[config.mk]
export PLATFORM = sky130hd
export DESIGN_NAME = cafm_filter_mailbox
export DESIGN_NICKNAME = d
export VERILOG_FILES = /design/src/shared/cafm_pkg.sv /design/src/cafm_filter_mailbox.sv
export VERILOG_INCLUDE_DIRS = /design/src /design/src/shared
export SDC_FILE = /design/constraint.sdc
export NUM_CORES = 2
export LEC_CHECK = 0
export BUFFER_PORTS_ARGS = -buffer_cell sky130_fd_sc_hd__buf_2
export CORE_ASPECT_RATIO = 1.4
export CORE_MARGIN = 3
export CORE_UTILIZATION = 55
export DETAILED_ROUTE_END_ITERATION = 8
export PLACE_DENSITY_LB_ADDON = 0.2
export SLEW_MARGIN = 20
export SYNTH_ARGS = -nofsm -noshare
export SYNTH_HDL_FRONTEND = slang
export SYNTH_SLANG_ARGS = --single-unit
[constraint.sdc]
create_clock -name mclk_in -period 10.1 [get_ports mclk_in]
set_input_delay 2.02 -clock mclk_in [delete_from_list [all_inputs] [get_ports mclk_in]]
set_output_delay 2.02 -clock mclk_in [all_outputs]
set_load 0.005 [all_outputs]
[src/shared/cafm_defines.svh]
`ifndef CAFM_DEFINES_SVH
`define CAFM_DEFINES_SVH
// register byte addresses on the special function register port
`define CAFM_ADDR_TPRESC   8'hA1
`define CAFM_ADDR_MSGWIN   8'hA3
`define CAFM_ADDR_PAGE     8'hB1
`define CAFM_ADDR_TAG1     8'hBC
`define CAFM_ADDR_TAG2     8'hBD
`define CAFM_ADDR_TAG3     8'hBE
`define CAFM_ADDR_TAG4     8'hBF
`define CAFM_ADDR_MSK1     8'hC4
`define CAFM_ADDR_MSK2     8'hC5
`define CAFM_ADDR_MSK3     8'hC6
`define CAFM_ADDR_MSK4     8'hC7
// page register fields
`define CAFM_PAGE_OBJ_MSB  7
`define CAFM_PAGE_OBJ_LSB  4
`define CAFM_PAGE_AINC_BIT 3
`define CAFM_PAGE_IDX_MSB  2
// byte 4 field positions
`define CAFM_B4_RTR_BIT    2
`define CAFM_B4_RB1_BIT    1
`define CAFM_B4_IDE_BIT    0
`define CAFM_TPRESC_RST    8'h00
`define CAFM_PAGE_RST      8'h00
`define CAFM_IDX_LAST      3'h7
`endif

[src/shared/cafm_pkg.sv]
package cafm_pkg;
   typedef struct packed {
      logic        valid;
      logic        ide;
      logic        rtr;
      logic        rb1;
      logic        rb0;
      logic [28:0] ident;
   } cafm_frame_t;

   typedef struct packed {
      logic       wr;
      logic       rd;
      logic [7:0] addr;
      logic [7:0] wdata;
   } cafm_sfr_req_t;
endpackage

[src/cafm_filter_mailbox.sv]
`timescale 1ns/1ps
`include "cafm_defines.svh"
module cafm_filter_mailbox
   import cafm_pkg::*;
#(
   parameter int NUM_OBJ = 15
) (
   input  wire logic          mclk_in,       // controller clock
   input  wire logic          rst_n_in,      // sync reset, active low
   input  wire cafm_sfr_req_t sfr_in,        // register port request
   output logic [7:0]         sfr_rdata_out, // register read data
   input  wire cafm_frame_t   rx_frame_in,   // received frame header
   input  wire logic [NUM_OBJ-1:0] obj_rx_en_in,  // object set to receive
   input  wire logic [NUM_OBJ-1:0] obj_ext_in,    // object uses 29-bit ids
   output logic [NUM_OBJ-1:0] rx_hit_out,    // per-object hit, registered
   input  wire logic [3:0]    tx_obj_in,     // object being transmitted
   input  wire logic [2:0]    tx_byte_in,    // byte of that object
   output logic [7:0]         tx_byte_out,   // mailbox byte, registered
   output logic [7:0]         tx_tag4_out,   // tag byte 4 of tx object
   output logic [7:0]         timer_prescale_out // prescaler value
);

   ////////////////////////////////////////////////////////////////////////
   // storage: tags, masks and mailboxes carry no reset
   // no reset value
   logic [7:0] tag_mem [NUM_OBJ][4];
   logic [7:0] msk_mem [NUM_OBJ][4];
   logic [7:0] mbox    [NUM_OBJ][8];
   logic [7:0] timer_prescale_value;
   logic [7:0] page;
   logic [7:0] tx_byte_q;
   logic [7:0] tx_tag4_q;
   logic [NUM_OBJ-1:0] hit_q;

   ////////////////////////////////////////////////////////////////////////
   // address decode
   wire logic [3:0] sel_obj = page[`CAFM_PAGE_OBJ_MSB:`CAFM_PAGE_OBJ_LSB];
   wire logic       auto_inc = page[`CAFM_PAGE_AINC_BIT];
   wire logic [2:0] byte_index = page[`CAFM_PAGE_IDX_MSB:0];
   // objects beyond the count are not backed by storage
   wire logic       obj_ok = 32'(sel_obj) < NUM_OBJ;
   wire logic       hit_tpresc = sfr_in.addr == `CAFM_ADDR_TPRESC;
   wire logic       hit_win    = sfr_in.addr == `CAFM_ADDR_MSGWIN;
   wire logic       hit_page   = sfr_in.addr == `CAFM_ADDR_PAGE;
   wire logic       hit_tag    = sfr_in.addr >= `CAFM_ADDR_TAG1 &&
                                 sfr_in.addr <= `CAFM_ADDR_TAG4;
   wire logic       hit_msk    = sfr_in.addr >= `CAFM_ADDR_MSK1 &&
                                 sfr_in.addr <= `CAFM_ADDR_MSK4;
   wire logic [1:0] reg_idx    = sfr_in.addr[1:0];
   wire logic       win_access = hit_win && (sfr_in.wr || sfr_in.rd);

   function automatic logic [2:0] next_index(input logic [2:0] idx);
      return (idx == `CAFM_IDX_LAST) ? 3'h0 : idx + 3'h1;
   endfunction

   logic [7:0] rdata_mux;
   always_comb begin
      rdata_mux = 8'h00;
      if (hit_tpresc) begin
         rdata_mux = timer_prescale_value;
      end else if (hit_page) begin
         rdata_mux = page;
      end else if (hit_win && obj_ok) begin
         rdata_mux = mbox[sel_obj][byte_index];
      // reserved bits read back whatever was stored
      end else if (hit_tag && obj_ok) begin
         rdata_mux = tag_mem[sel_obj][reg_idx];
      end else if (hit_msk && obj_ok) begin
         rdata_mux = msk_mem[sel_obj][reg_idx];
      end
   end

   ////////////////////////////////////////////////////////////////////////
   // register port
   always_ff @(posedge mclk_in) begin
      if (sfr_in.wr && obj_ok) begin
         if (hit_win) begin
            mbox[sel_obj][byte_index] <= sfr_in.wdata;
         end
         if (hit_tag) begin
            tag_mem[sel_obj][reg_idx] <= sfr_in.wdata;
         end
         if (hit_msk) begin
            msk_mem[sel_obj][reg_idx] <= sfr_in.wdata;
         end
      end
   end

   always_ff @(posedge mclk_in) begin
      if (!rst_n_in) begin
         timer_prescale_value <= `CAFM_TPRESC_RST;
         page                 <= `CAFM_PAGE_RST;
         sfr_rdata_out        <= 8'h00;
      end else begin
         sfr_rdata_out <= sfr_in.rd ? rdata_mux : 8'h00;
         if (sfr_in.wr && hit_tpresc) begin
            timer_prescale_value <= sfr_in.wdata;
         end
         if (sfr_in.wr && hit_page) begin
            page <= sfr_in.wdata;
         end else if (win_access && auto_inc) begin
            page[`CAFM_PAGE_IDX_MSB:0] <= next_index(byte_index);
         end
      end
   end

   assign timer_prescale_out = timer_prescale_value;

   ////////////////////////////////////////////////////////////////////////
   // acceptance filter
   // layout per object format
   function automatic logic [28:0] unpack_id(input logic [7:0] b1,
                                              input logic [7:0] b2,
                                              input logic [7:0] b3,
                                              input logic [7:0] b4,
                                              input logic       ext);
      // tag byte 4 id bits at 7..3
      return ext ? {b1, b2, b3, b4[7:3]} : {18'h0, b1, b2[7:5]};
   endfunction

   logic [NUM_OBJ-1:0] next_hit;
   always_comb begin
      logic [28:0] t_id;
      logic [28:0] m_id;
      logic [7:0]  t4;
      logic [7:0]  m4;
      logic        ext;
      logic        id_ok;
      logic        rtr_ok;
      logic        ide_ok;
      logic        rb_ok;
      t_id = '0;
      m_id = '0;
      t4 = 8'h00;
      m4 = 8'h00;
      ext = 1'b0;
      id_ok = 1'b0;
      rtr_ok = 1'b0;
      ide_ok = 1'b0;
      rb_ok = 1'b0;
      next_hit = '0;
      for (int i = 0; i < NUM_OBJ; i++) begin
         ext  = obj_ext_in[i];
         t4   = tag_mem[i][3];
         m4   = msk_mem[i][3];
         t_id = unpack_id(tag_mem[i][0], tag_mem[i][1], tag_mem[i][2],
                          t4, ext);
         m_id = unpack_id(msk_mem[i][0], msk_mem[i][1], msk_mem[i][2],
                          m4, ext);
         id_ok = ((rx_frame_in.ident ^ t_id) & m_id) == 29'h0;
         // rtr mask bit 2, ide mask bit 0
         rtr_ok = !m4[`CAFM_B4_RTR_BIT] ||
                  (rx_frame_in.rtr == t4[`CAFM_B4_RTR_BIT]);
         ide_ok = !m4[`CAFM_B4_IDE_BIT] || (rx_frame_in.ide == ext);
         // reserved tags: rb1 only for objects set to 29-bit ids
         rb_ok = (rx_frame_in.rb0 == t4[`CAFM_B4_IDE_BIT]) &&
                 (!ext || rx_frame_in.rb1 == t4[`CAFM_B4_RB1_BIT]);
         next_hit[i] = rx_frame_in.valid && obj_rx_en_in[i] &&
                       id_ok && rtr_ok && ide_ok && rb_ok;
      end
   end

   ////////////////////////////////////////////////////////////////////////
   // transmit side reads storage directly, no mask involvement
   wire logic tx_ok = 32'(tx_obj_in) < NUM_OBJ;

   always_ff @(posedge mclk_in) begin
      if (!rst_n_in) begin
         hit_q     <= '0;
         tx_byte_q <= 8'h00;
         tx_tag4_q <= 8'h00;
      end else begin
         hit_q     <= next_hit;
         tx_byte_q <= tx_ok ? mbox[tx_obj_in][tx_byte_in] : 8'h00;
         tx_tag4_q <= tx_ok ? tag_mem[tx_obj_in][3] : 8'h00;
      end
   end

   assign rx_hit_out  = hit_q;
   assign tx_byte_out = tx_byte_q;
   assign tx_tag4_out = tx_tag4_q;

endmodule

==> out/metrics.yaml <==
cts:
  cts_setup_buffers: 0
  clock_path_buffers: 3
  cts_tree: "done"
  path_clk_slew_ns: 0.07
  root_buffer: "clkbuf_16"
  clkSinkCount: 2043
  cts_made_buffers: 193
  htree_num_levels: 4
  holdBufCountCts: 0
  postCtsResizedCells: 0
  clkLatencyLatePin_ns: 0.88
placed_design:
  port_buffers: 137
  place_ws_ns: 3.82
  hpwlAfterDp_um: 290000
  place_congestion: 1.07
worst_setup_path:
  cp_max_fo: 33
  cp-start-kind: "input port"
  r2r_cells: 9
  crit_type: "input port to register"
  cp-end-kind: "register"
  reg2reg_to: "sfr_rdata_out[0]"
  cp.required_ns: 10.60
  critPathArrivalTime_ns: 6.26
  r2r_slack_ns: 4.85
timing:
  setup_slack_ns: 4.34
  fin_setup_tns_ns: 0
  slew_headroom_pct: 15.4
  period_share_pct: 57.0
  grt_setup_unrepaired: "no"
  period_minus_slack_ns: 5.76
  fin_skew_ns: 0.0692
  setup_violations: 0
  hold_violations: 0
  drv_slew: 0
  worst_pin_slew_ns: 1.27
  fmax_ghz: 0.174
detailed_routing:
  post_drt_wl_per_cell_um: 49.6
  drtPass1Iterations: 9
  drt_iter0_drc: 11300
  final_antenna_net_count: 0
  route.detailed.drc: 0
  route.vias.total: 62500
  wirelength_um: 409000
  vias_per_cell: 7.59
synthesis:
  synth_cell_types: 57
  synthTopCellsByCount: "1984 x edfxtp_1, 785 x mux4_2, 630 x xor2_1, 279 x nor2_1, 260 x nand2_1"
  syn_avg_cell_area_um2: 17.2
  netlist_top_cells_area: "edfxtp_1 61%, mux4_2 18%, xor2_1 5.7%, mux2i_1 2.4%, dfxtp_1 1.2%"
  ys_ff_latch: 2043
  synth_top_area_share_pct: 61.2
  yosysSeqAreaShare_pct: 62.4
  synthFlopType: "edfxtp_1"
  synthArstFlopShare_pct: 0
  syn_area_um2: 97300
  ys.warnings.count: 0
  synth_most_common_cell: "edfxtp_1"
  synth_top_area_cell: "edfxtp_1"
  synthCells: 5652
  synth_enable_flop_cells: 1984
floorplanning:
  die_height_um: 504
  rows: 182
  start_util_pct: 55.4
  fp.dieW_um: 362
  core-area_um2: 176000
  die-area_um2: 182000
  io_pins: 138
cells_and_area:
  area_growth_pct: 9.80
  drive_gt1_share_pct: 23.1
  finalNetCount: 5853
worst_hold_path:
  hold_end: "timer_prescale_out[0]"
  whs_path_depth: 2
  hp-start: "timer_prescale_out[0]"
  hp-class: "register to register"
pwr:
  p_leak_nw: 33.4
  ir_drop_mv: 0.211
  p_per_area_nw_per_um2: 166
global_route:
  antenna_found_initial: 41
  grt_pass1_vias: 59900
  grt_usage_pct: 45.0
  grt_pass1_wl_um: 542000
  grt_start_max_net_pins: 152
  grt.overflow.total: 0
flow_run:
  maxCapViolCount: 0
run_status:
  status: "finished clean"
## layout by cell type (no fill, tap or decap), drive strengths merged, types with 8 or more instances in the layout
cell,n
a211oi,12
a21boi,14
a21oi,73
a221oi,101
a222oi,39
a22o,73
a22oi,114
a31oi,37
and3,18
buf,248
bufinv,13
clkbuf,248
clkinv,87
clkinvlp,8
conb,64
dfxtp,59
diode,20
edfxtp,1984
inv,14
mux2,11
mux2i,236
mux4,785
nand2,260
nand2b,9
nand3,73
nand3b,11
nand4,68
nor2,279
nor2b,38
nor3,22
o211ai,9
o21ai,165
o221ai,16
xnor2,30
xor2,630
## layer usage
layer / vias to the layer above / part of all wire [%] / GRT usage (%)
li1: 23300 / - / -
met1: 32200 / 32 / 53.8
met2: 5582 / 45 / 68.7
met3: 1412 / 11 / 10.4
met4: 22 / 11 / 40.6
met5: - / 0.038 / 0
## final cells by class
cell class                      count  area [µm²]
Antenna cell                       20        50.0
Clock buffer                      239        5190
Clock inverter                    115        1160
Fill cell                       12800       68900
Inverter                            7        31.3
Multi-Input combinational cell   3258       34900
Sequential cell                  2043       60800
Tap cell                         2300        2880
Timing Repair Buffer              257        1890
## critical path, cell delays in order
cell,delay (ns)
buf_2,0.08
buf_4,0.48
and2_1,0.39
and3_1,0.47
and2_1,1.05
nand2_1,0.88
nor2_1,0.82
## kinds of logic (layout without fill, tap and decap cells)
family	count (synthesis)	after routing	synth area share, %
multiplexers	1032	1032	20.7
flip-flops	2043	2043	62.4
adder cells (fa/ha/maj)	2	2	0.0257
AO/OA/AOI/OAI	700	700	5.13
XOR/XNOR	660	660	5.94
other	1	84	0.00385
AND/OR/NAND/NOR	800	800	3.66
buffers and inverters	414	618	2.08
## power breakdown
group / leakage [nW] / internal (mW) / switching (mW)
clock network: 3.08 / 4.01 / 3.38
registers: 18.4 / 9.32 / 0.0134
logic: 11.9 / 0.288 / 0.696
total: 33.4 / 13.6 / 4.09
## registers in the layout (all words and copies together), names as in the netlist, named ones only
name                count
mbox                  960
msk_mem               512
tag_mem               512
rx_hit_out             15
page                    8
sfr_rdata_out           8
timer_prescale_out      8
tx_byte_out             8
tx_tag4_out             8
## worst max-delay path by stage
stage | startpoint | endpoint | slack (ns) | depth (start not counted)
finish | sfr_in[8] | mbox[12][8] | 4.34 | 7
floorplan | sfr_in[9] | mbox[10][0] | 5.56 | 10
CTS | sfr_in[8] | mbox[12][13] | 4.72 | 7
global route | sfr_in[8] | mbox[12][13] | 4.36 | 7
detailed placement | sfr_in[8] | mbox[12][15] | 3.82 | 7
global placement | sfr_in[10] | mbox[12][14] | 4.02 | 8
## stage by stage
stage	cell area, µm²	hold slack (ns)	util, %	cells	total power [mW]
2_1_floorplan	97500	0.451	-	5715	9.95
3_3_place_gp	100000	0.465	57.1	7863	10.5
3_5_place_dp	100000	0.473	57.1	7864	10.5
4_1_cts	107000	0.482	60.7	8218	17.7
5_1_grt	107000	0.510	60.8	8224	18.1
6_report	107000	0.479	60.8	8239	17.7
Note: power is estimated with default switching activity, not from simulation.
